==> src/shared/vbs_pkg.sv <==
package vbs_pkg;
  // data path widths
  localparam int VBS_DW = 64;
  localparam int VBS_BYTE = 8;
  // transfer width encodings on the cycle decode port
  localparam logic [1:0] VBS_W_D08 = 2'h0;
  localparam logic [1:0] VBS_W_D16 = 2'h1;
  localparam logic [1:0] VBS_W_D32 = 2'h2;
  localparam logic [1:0] VBS_W_D64 = 2'h3;
  // lane select for a 16-bit transfer
  localparam logic VBS_LANE_LO = 1'b0;
  localparam logic VBS_LANE_HI = 1'b1;
  // swap patterns driven to the lane multiplexers
  typedef enum logic [2:0] {
    VBS_SW_NONE = 3'h0,
    VBS_SW_D16L = 3'h1,
    VBS_SW_D16H = 3'h3,
    VBS_SW_D32 = 3'h2,
    VBS_SW_D64 = 3'h6
  } vbs_swap_t;
  // write settling time and its cycle count at 40 MHz
  localparam int VBS_CLK_MHZ = 40;
  localparam int VBS_SETTLE_NS = 50;
  localparam int VBS_SETTLE_CYC =
    (VBS_SETTLE_NS * VBS_CLK_MHZ + 999) / 1000;
  localparam int VBS_FIFO_DEPTH = 8;
endpackage

==> src/verilog/vbs_fifo.sv <==
`timescale 1ns/1ps
module vbs_fifo #(
  parameter int WIDTH = 64,
  parameter int DEPTH = 8
) (
  input wire logic clk, // system clock
  input wire logic rstn, // async reset, active low
  input wire logic in_valid, // write request
  output logic in_ready, // space available
  input wire logic [WIDTH-1:0] in_data, // write word
  output logic out_valid, // word available
  input wire logic out_ready, // reader takes word
  output logic [WIDTH-1:0] out_data // head word
);
  localparam int AW = (DEPTH > 1) ? $clog2(DEPTH) : 1;
  logic [WIDTH-1:0] mem [DEPTH];
  logic [AW-1:0] wp;
  logic [AW-1:0] rp;
  logic [AW:0] cnt;
  logic [AW:0] next_cnt;
  logic room;
  wire do_wr = in_valid && in_ready;
  wire do_rd = out_valid && out_ready;

  // room is a flop so the writer never sees a gated compare glitch
  assign in_ready = room;
  assign out_valid = (cnt != '0);
  // next occupancy, shared by the count and the room flag
  assign next_cnt = cnt + (AW+1)'(do_wr) - (AW+1)'(do_rd);
  assign out_data = mem[rp];

  ////////////////////////////////////////////////////////////////////
  // storage has no reset, only pointers, count and room flag do
  always_ff @(posedge clk) begin
    if (do_wr) begin
      mem[wp] <= in_data;
    end
  end

  // pointers wrap at depth, which need not be a power of two
  always_ff @(posedge clk or negedge rstn) begin
    if (!rstn) begin
      wp <= '0;
      rp <= '0;
      cnt <= '0;
      room <= 1'b1;
    end else begin
      if (do_wr) begin
        wp <= (wp == AW'(DEPTH-1)) ? '0 : wp + 1'b1;
      end
      if (do_rd) begin
        rp <= (rp == AW'(DEPTH-1)) ? '0 : rp + 1'b1;
      end
      cnt <= next_cnt;
      room <= (next_cnt != (AW+1)'(DEPTH));
    end
  end
endmodule

==> src/verilog/vbs_swapper.sv <==
`timescale 1ns/1ps
// Contract
// - reverse bytes for aligned D16/D32/D64; separate master and slave enables.
// - swapped upper D16 exchanges bits 31:24 with 23:16.
// - swapped lower D16 exchanges bits 15:8 with 7:0.
// - swapped D32 fully reverses four bytes.
// - swapped D64 reverses bytes inside each 32-bit half.
// - decode swappable, check enable, then set multiplexers.
// - reads get their pattern set before data is valid.
// - writes hold off data strobes about 50 ns while muxes settle.
// - delay on single cycles and first block cycle only.
// - no-delay control skips settle; software guarantees all cycles swappable.
// - swap only aligned transfers; D64 handled as two D32 halves.
module vbs_swapper
  import vbs_pkg::*;
#(
  parameter int WIDTH = VBS_DW,
  parameter int DEPTH = VBS_FIFO_DEPTH,
  parameter int SETTLE = VBS_SETTLE_CYC
) (
  input wire logic clk, // 40 MHz board clock
  input wire logic rstn, // async reset, active low
  input wire logic swap_mst_en, // swap enable, master cycles
  input wire logic swap_slv_en, // swap enable, slave cycles
  input wire logic no_delay, // skip write settle delay
  input wire logic cyc_start, // new cycle decode pulse
  input wire logic cyc_master, // 1 board is master
  input wire logic cyc_write, // 1 write cycle
  input wire logic cyc_block, // 1 block transfer
  input wire logic cyc_aligned, // address aligned to width
  input wire logic [1:0] cyc_width, // transfer width code
  input wire logic cyc_lane, // D16 lane: 1 upper
  input wire logic cyc_end, // cycle finished pulse
  input wire logic ds_req, // data strobes wanted, reads and writes
  output logic ds_go, // strobes may be asserted
  output logic [2:0] swap_sel, // current swap pattern
  input wire logic in_valid, // incoming data word
  output logic in_ready, // room in data fifo
  input wire logic [WIDTH-1:0] in_data, // unswapped data
  output logic out_valid, // swapped word valid
  input wire logic out_ready, // consumer takes word
  output logic [WIDTH-1:0] out_data // swapped data
);
  typedef enum logic [1:0] {
    VBS_IDLE = 2'h0,
    VBS_SETL = 2'h1,
    VBS_RUN = 2'h3
  } vbs_state_t;

  vbs_state_t state;
  vbs_state_t next_state;
  vbs_swap_t pat;
  logic first_done;
  logic [7:0] cnt;
  logic [WIDTH-1:0] f_data;
  logic f_valid;
  logic o_valid;
  logic [WIDTH-1:0] o_data;

  ////////////////////////////////////////////////////////////////////
  // byte reversal of one 32-bit half; reused for both halves
  function automatic logic [31:0] vbs_rev32(input logic [31:0] d);
    vbs_rev32 = {d[7:0], d[15:8], d[23:16], d[31:24]};
  endfunction

  // exchange the two bytes of one 16-bit lane
  function automatic logic [15:0] vbs_rev16(input logic [15:0] d);
    vbs_rev16 = {d[7:0], d[15:8]};
  endfunction

  // apply a pattern to a full word
  function automatic logic [WIDTH-1:0] vbs_apply(input vbs_swap_t p,
      input logic [WIDTH-1:0] d);
    logic [WIDTH-1:0] r;
    r = d;
    case (p)
      VBS_SW_D16H: r[31:16] = vbs_rev16(d[31:16]);
      VBS_SW_D16L: r[15:0] = vbs_rev16(d[15:0]);
      VBS_SW_D32: r[31:0] = vbs_rev32(d[31:0]);
      VBS_SW_D64: begin
        r[63:32] = vbs_rev32(d[63:32]);
        r[31:0] = vbs_rev32(d[31:0]);
      end
      default: r = d;
    endcase
    vbs_apply = r;
  endfunction

  ////////////////////////////////////////////////////////////////////
  // decode: swappable first, then enable, then pattern
  wire swappable = cyc_aligned && (cyc_width != VBS_W_D08);
  wire enabled = cyc_master ? swap_mst_en : swap_slv_en;
  wire [2:0] w16 = (cyc_lane == VBS_LANE_HI) ? VBS_SW_D16H : VBS_SW_D16L;
  wire [2:0] wpat = (cyc_width == VBS_W_D64) ? VBS_SW_D64 :
                    (cyc_width == VBS_W_D32) ? VBS_SW_D32 : w16;
  wire [2:0] dec_pat = (swappable && enabled) ? wpat : VBS_SW_NONE;
  // a block's later beats and the no-delay mode go straight through
  wire need_settle = cyc_write && !no_delay &&
                     !(cyc_block && first_done);

  // pattern is latched at cycle start, ahead of any read data
  always_ff @(posedge clk or negedge rstn) begin
    if (!rstn) begin
      pat <= VBS_SW_NONE;
    end else if (cyc_start) begin
      pat <= vbs_swap_t'(dec_pat);
    end
  end

  // remembers a block's first beat has been settled already
  always_ff @(posedge clk or negedge rstn) begin
    if (!rstn) begin
      first_done <= 1'b0;
    end else if (cyc_end && !cyc_block) begin
      first_done <= 1'b0;
    end else if (cyc_start && cyc_block) begin
      first_done <= 1'b1;
    end
  end

  ////////////////////////////////////////////////////////////////////
  // settle sequencer: strobes wait SETTLE cycles after start
  always_comb begin
    next_state = state;
    case (state)
      VBS_IDLE: begin
        if (cyc_start) begin
          next_state = need_settle ? VBS_SETL : VBS_RUN;
        end
      end
      VBS_SETL: begin
        if (cyc_end) begin
          next_state = VBS_IDLE;
        end else if (cnt == 8'(SETTLE - 1)) begin
          next_state = VBS_RUN;
        end
      end
      VBS_RUN: begin
        if (cyc_end) begin
          next_state = VBS_IDLE;
        end
      end
      default: next_state = VBS_IDLE;
    endcase
  end

  always_ff @(posedge clk or negedge rstn) begin
    if (!rstn) begin
      state <= VBS_IDLE;
      cnt <= 8'h00;
    end else begin
      state <= next_state;
      cnt <= (state == VBS_SETL) ? cnt + 8'h01 : 8'h00;
    end
  end

  // strobe release is registered; reads pass straight
  always_ff @(posedge clk or negedge rstn) begin
    if (!rstn) begin
      ds_go <= 1'b0;
      swap_sel <= 3'h0;
    end else begin
      ds_go <= ds_req && (next_state == VBS_RUN);
      swap_sel <= pat;
    end
  end

  ////////////////////////////////////////////////////////////////////
  // data fifo; its ready stalls the data source
  vbs_fifo #(.WIDTH(WIDTH), .DEPTH(DEPTH)) u_fifo (
    .clk(clk),
    .rstn(rstn),
    .in_valid(in_valid),
    .in_ready(in_ready),
    .in_data(in_data),
    .out_valid(f_valid),
    .out_ready(!o_valid || out_ready),
    .out_data(f_data)
  );

  // output register keeps outputs straight from flops
  always_ff @(posedge clk or negedge rstn) begin
    if (!rstn) begin
      o_valid <= 1'b0;
      o_data <= '0;
    end else if (!o_valid || out_ready) begin
      o_valid <= f_valid;
      o_data <= vbs_apply(pat, f_data);
    end
  end

  assign out_valid = o_valid;
  assign out_data = o_data;
endmodule

==> config.mk <==
export PLATFORM = sky130hd
export DESIGN_NAME = vbs_swapper
export DESIGN_NICKNAME = d
export VERILOG_FILES = /design/src/shared/vbs_pkg.sv /design/src/verilog/vbs_fifo.sv /design/src/verilog/vbs_swapper.sv
export SDC_FILE = /design/constraint.sdc
export NUM_CORES = 1
export LEC_CHECK = 0
export ABC_AREA = 1
export BUFFER_PORTS_ARGS = -buffer_cell sky130_fd_sc_hd__buf_4
export CAP_MARGIN = 20
export CORE_MARGIN = 2
export CORE_UTILIZATION = 50
export CTS_CLUSTER_DIAMETER = 200
export DETAILED_ROUTE_END_ITERATION = 8
export PLACE_DENSITY = 0.67
export SLEW_MARGIN = 20
export SYNTH_ARGS = -nofsm -noshare
export SYNTH_HDL_FRONTEND = slang
export SYNTH_SLANG_ARGS = --single-unit
==> constraint.sdc <==
create_clock -name clk -period 4.5 [get_ports clk]
set_input_delay 0.45 -clock clk [delete_from_list [all_inputs] [get_ports clk]]
set_output_delay 0.45 -clock clk [all_outputs]
set_load 0.005 [all_outputs]
-- Word-level counts from Yosys, hierarchy flattened
Memory sizes are Yosys's and may differ from the RTL's.
Cells that the tools add are included.
- logic and storage cells: 72
- bits of input ports: 81
- memories: 1
- memory bits (writable): 512
- register bits: 94
- memories (name ; depth ; width ; rd ports ; clocked after Yosys merged registers in ; wr ports ; line ; source):
    u_fifo.mem ; 8 ; 64 ; 1 ; 0 ; 1 ; vbs_fifo.sv:16 ; logic [WIDTH-1:0] mem [DEPTH];
- eq/ne operators: 13
- reduce and logical (&&, ||, !) cells: 20
- mux-type cells: 21
- add/subtract/negate cells: 5
- operators with widths (kind ; number):
    case mux 16 bit (2 select lines) ; 2
    two-way mux 32 bit ; 1
    two-way mux 2 bit ; 7
    two-way mux 3 bit ; 4
    logical AND 1 bit ; 10
    equality test 3 bit, second input constant ; 3
    adder 8 x 1 -> 8 bit, second input constant ; 1
    equality test 2 bit, second input constant ; 4
    equality test 8 x 1 -> 1 bit, second input constant ; 1
    two-way mux 8 bit ; 1
    adder 3 x 1 -> 3 bit, second input constant ; 2
    equality test 3 x 2 -> 1 bit, second input constant ; 2
    case mux 2 bit (3 select lines) ; 1
    two-way mux 1 bit ; 5
    adder 4 x 1 -> 4 bit ; 1
    zero test 1 bit ; 4
    != test 4 bit, second input constant ; 1
    nonzero test 2 bit ; 2
    nonzero test 4 bit ; 1
    subtractor 4 x 1 -> 4 bit ; 1
    equality test 3 x 1 -> 1 bit, second input constant ; 1
    equality test 2 x 1 -> 1 bit, second input constant ; 1
    zero test 2 bit ; 1
    OR reduction 2 bit ; 1
    logical OR 1 bit ; 1

-- Depth between registers and ports, before layout
- depth after elaboration: 8
- gate-level depth with buffers: 12

-- Hierarchy
Synthesis repeated with hierarchy kept, for this count alone.
- cell total of the unflattened synthesis: 2873
- area total of the unflattened synthesis: 27239.9 µm²
- by module, submodules not included (module ; sequential area each (µm²) ; instances ; cells each ; area each (µm²)):
    vbs_fifo ; 15651.3 ; 1 ; 2291 ; 22925.7
    vbs_swapper ; 2077.0 ; 1 ; 582 ; 4314.1

-- Worst setup path after synthesis
No wires, ideal clock.
- kind: reg2reg
- from: register u_fifo.room (netlist: u_fifo.in_ready)
- to: memory u_fifo.mem[0][0], enable pin
- cell stages (with the launch flop): 4
- setup slack: 440 ps
- period minus slack after synthesis: 4060 ps
- path buffers: 0
- data required time: 4014 ps
- data arrival time: 3574 ps
- cell sequence: dfstp_2 nand2_1 or2_2 nor2_1
- longest elaborated chain between the ends: 3
- RTL lines (what ; line ; source):
    from (decl) ; vbs_fifo.sv:21 ; logic room;
    from (signal assigned) ; vbs_fifo.sv:55 ; room <= (next_cnt != (AW+1)'(DEPTH));
    logical AND 1 bit ; vbs_fifo.sv:22 ; wire do_wr = in_valid && in_ready;
    two-way mux 1 bit ; vbs_fifo.sv:35 ; if (do_wr) begin
    two-way mux 1 bit (implied by the code) ; vbs_fifo.sv:36 ; mem[wp] <= in_data;
    to (decl) ; vbs_fifo.sv:16 ;
No other way between the ends.

-- Worst setup path after layout
- from: register u_fifo.rp[1]
- to: register o_data[42] (netlist: out_data[42])
- longest elaborated chain between the ends: 2
- RTL lines (what ; line ; source):
    from (decl) ; vbs_fifo.sv:18 ; logic [AW-1:0] rp;
    from (signal assigned) ; vbs_fifo.sv:52 ; rp <= (rp == AW'(DEPTH-1)) ? '0 : rp + 1'b1;
    memory read (8 x 64 bit) ; n/a ;
    two-way mux 32 bit ; vbs_swapper.sv:76 ; case (p)
    to (signal assigned) ; vbs_swapper.sv:188 ; o_data <= vbs_apply(pat, f_data);
    to (decl) ; vbs_swapper.sv:58 ; logic [WIDTH-1:0] o_data;
No other way between the ends.
A chain may end at the register's enable or synchronous reset.

==> flow_summary.yaml <==
finish:
  final_cell_mix: "693 x nand2_1, 512 x edfxtp_1, 363 x nor2_1, 361 x nand3_1, 283 x inv_1"
  fin_area_um2: 29800
  drive_gt1_share_pct: 11.2
  layout.nets: 2781
  utilization_pct: 58.2
  final_common_cell: "nand2_1"
  syn_to_final_growth_pct: 14.9
  fill_cells: 4270
sta:
  rsz0062_at_grt: "false"
  slew_headroom_pct: 23.0
  fin_crit_ps: 2770
  setup_slack_ps: 1730
  max_slew.worst_pin.slew_ps: 1150
  fin_crit_sh_pct: 61.4
  slew_violations: 0
  fin_tns_setup_ps: 0
  final_hold_viol_count: 0
  fin_skew_ps: 21.3
  setup_viol: 0
  max_freq_ghz: 0.362
setup_path:
  endpoint: "out_data[42]"
  r2r-end: "out_data[42]"
  reg2reg_slack_ps: 1730
  worstPathArrival_ps: 3250
  critPathKind: "reg2reg"
  cp-startpoint: "u_fifo.rp[1]"
  timing.rr.start: "u_fifo.rp[1]"
  cp-end-kind: "register"
  reg2reg_depth: 8
  required_ps: 4980
  startpoint_type: "register"
  cp_max_fo: 87
power_and_ir_drop:
  vdd_drop_max_v: 0.000444
  power_uw: 19100
  switching_share_pct: 36.1
  p_leak_uw: 0.0126
  p_seq_share_pct: 40.3
  powerDensity_nw_per_um2: 641
  p_int_uw: 12200
  p_switching_uw: 6900
  p_comb_share_pct: 31.7
  clockPowerShare_pct: 28.0
min_path:
  hp-class: "in2reg"
  hold_start: "cyc_end"
floorplan:
  num_rows: 83
  boundaryPins: 151
  fp.dieH_um: 232
  fp.dieArea_um2: 53700
  die_w_um: 232
  initial_utilization_pct: 50.6
  core_area_um2: 51300
drt:
  drt_iter0_drc: 1764
  ant_nets: 0
  avgViaCountPerCell: 5.36
  dr.pass1.iters: 8
  num_vias: 18300
  wirelength_um: 65200
  drc: 0
  wl_per_cell_um: 19.0
synthesis:
  syn_inst: 2564
  synth.cell_area_um2: 26000
  synth_top_area_share_pct: 59.2
  ys_seq_area_share_pct: 68.3
  yosysWarnings: 0
  ys_seq_elements: 606
  yosysUniqueCellTypes: 33
  syn_nets: 2657
  yosys-top-cells-area: "edfxtp_1 59%, nand2_1 10%, dfrtp_1 9.0%, nand3_1 7.0%, nor2_1 5.4%"
  synth_area_leader_cell: "edfxtp_1"
  syn_avg_cell_area_um2: 10.1
clock_tree:
  cts-resized-gates: 0
  htreeDepth: 3
  clockRootBuffer: "clkbuf_16"
  cts_num_sinks: 606
  cts_tree: "yes"
  post_cts_buffers: 0
  clk_pin_slew_ps: 60
  cts_buffer_depth: 3
  cts_buffers: 66
  clk_latency_ps: 610
status:
  outcome: "complete, no violations"
global_route:
  grt_max_degree: 176
  grt_overflow: 0
  grt.total_usage_pct: 24.6
  grt_pass1_vias: 17800
  grt_pass1_wl_um: 101000
  antenna_found_initial: 3
run:
  maxCapViolations: 0
place:
  portBuffers: 150
  place_ws_ps: 1590
  hpwlAfterDp_um: 35300
  place_congestion: 0.817
  dpl-instance-area_um2: 27700
## cells in the mapped netlist
master and n:
xnor2_1 1, o21a_1 1, or3_1 1, dfstp_2 1, nand2_1 693, a21boi_0 1
dfrtp_1 93, buf_6 8, fa_1 1, o22ai_1 2, nor2_1 373, buf_2 53
a31oi_1 1, clkbuf_1 54, inv_1 286, o21ai_1 6, nand4_1 3, a31o_2 1
ha_1 11, nand3_1 361, nor3_1 3, buf_1 10, buf_8 1, nand3b_1 1
o211ai_1 1, xor2_1 1, nor3_4 1, nor2_2 2, a21oi_1 5, o21ai_0 72
inv_2 3, or2_2 1, edfxtp_1 512
## how the worst min path moves through the flow
stage	endpoint	slack (ps)	cells after the start
after CTS	first_done	40	2
final	first_done	70	2
after floorplan	cnt[0]	150	0
after global routing	u_fifo.mem[3][56]	60	1
after global placement	swap_sel[1]	360	0
after detailed placement	swap_sel[1]	370	0
## registers in the layout, indices dropped and copies added, names as in the netlist
| signal | count |
|---|---|
| out_data | 64 |
| state | 2 |
| u_fifo.in_ready | 1 |
| u_fifo.cnt | 4 |
| ds_go | 1 |
| u_fifo.mem | 512 |
| out_valid | 1 |
| swap_sel | 3 |
| u_fifo.rp | 3 |
| cnt | 8 |
| first_done | 1 |
| u_fifo.wp | 3 |
| pat | 3 |
## area by class of cell
type                    instances  area [um^2]  share of cell area [%]
flip-flops and latches        606        17700                    59.5
multi-input cells            1543         6600                    22.1
clock buffers                  89         1820                    6.10
repair buffers                182         1400                    4.68
inverters                     289         1100                    3.68
well taps                     680          851                    2.85
clock inverters                33          334                    1.12
diodes                          1         2.50                 0.00839
## power by group through the flow
stage / Sequential (uW) / Combinational, uW / Clock (uW)
2_1_floorplan: 7580 / 4160 / 0
3_3_place_gp: 7770 / 5890 / 0
3_5_place_dp: 7800 / 6040 / 0
4_1_cts: 7700 / 6090 / 5420
5_1_grt: 7790 / 6840 / 5630
6_report: 7710 / 6070 / 5350
## cells by family (layout without fill, tap and decap cells)
family                     after synthesis  count (layout)  synth area share (%)
DFF                                    606             606                  68.3
AOI/OAI and AO/OA                       90              90                  1.79
other                                    0               1                     0
and+or+nand+nor                       1439            1439                  22.7
xor gates and xnor gates                 2               2                0.0675
buffers and inverters                  415             593                  6.53
adders and majority gates               12              12                 0.607
## metrics by stage
stage / hold slack (ps) / std cells
2_1_floorplan: 154 / 2564
3_3_place_gp: 361 / 3299
3_5_place_dp: 371 / 3299
4_1_cts: 42.9 / 3422
5_1_grt: 57.9 / 3423
6_report: 65.3 / 3423
## timing repair
item,in CTS,in global routing
hold endpoints to repair,48,0
hold buffers,1,0
setup endpoints to repair,0,0
## worst max-delay path, cell delays in order, from the launching register on
cell and delay, ps:
dfrtp_4 830, buf_4 980, nor2_1 100, o21ai_0 130, nand3_1 110, nand2_1 180, nand2_1 80, nand3_1 120
nand2_1 70
## per-layer routing
metal | part of all wire [%] | vias to the layer above | global-route usage [%]
met1 | 42 | 8863 | 33.4
li1 | - | 8615 | -
met4 | 2.2 | 4 | 8.07
met3 | 7.7 | 115 | 4.22
met5 | 0.037 | - | 0
met2 | 48 | 748 | 40.4
Power figures use the tool's default switching activity.
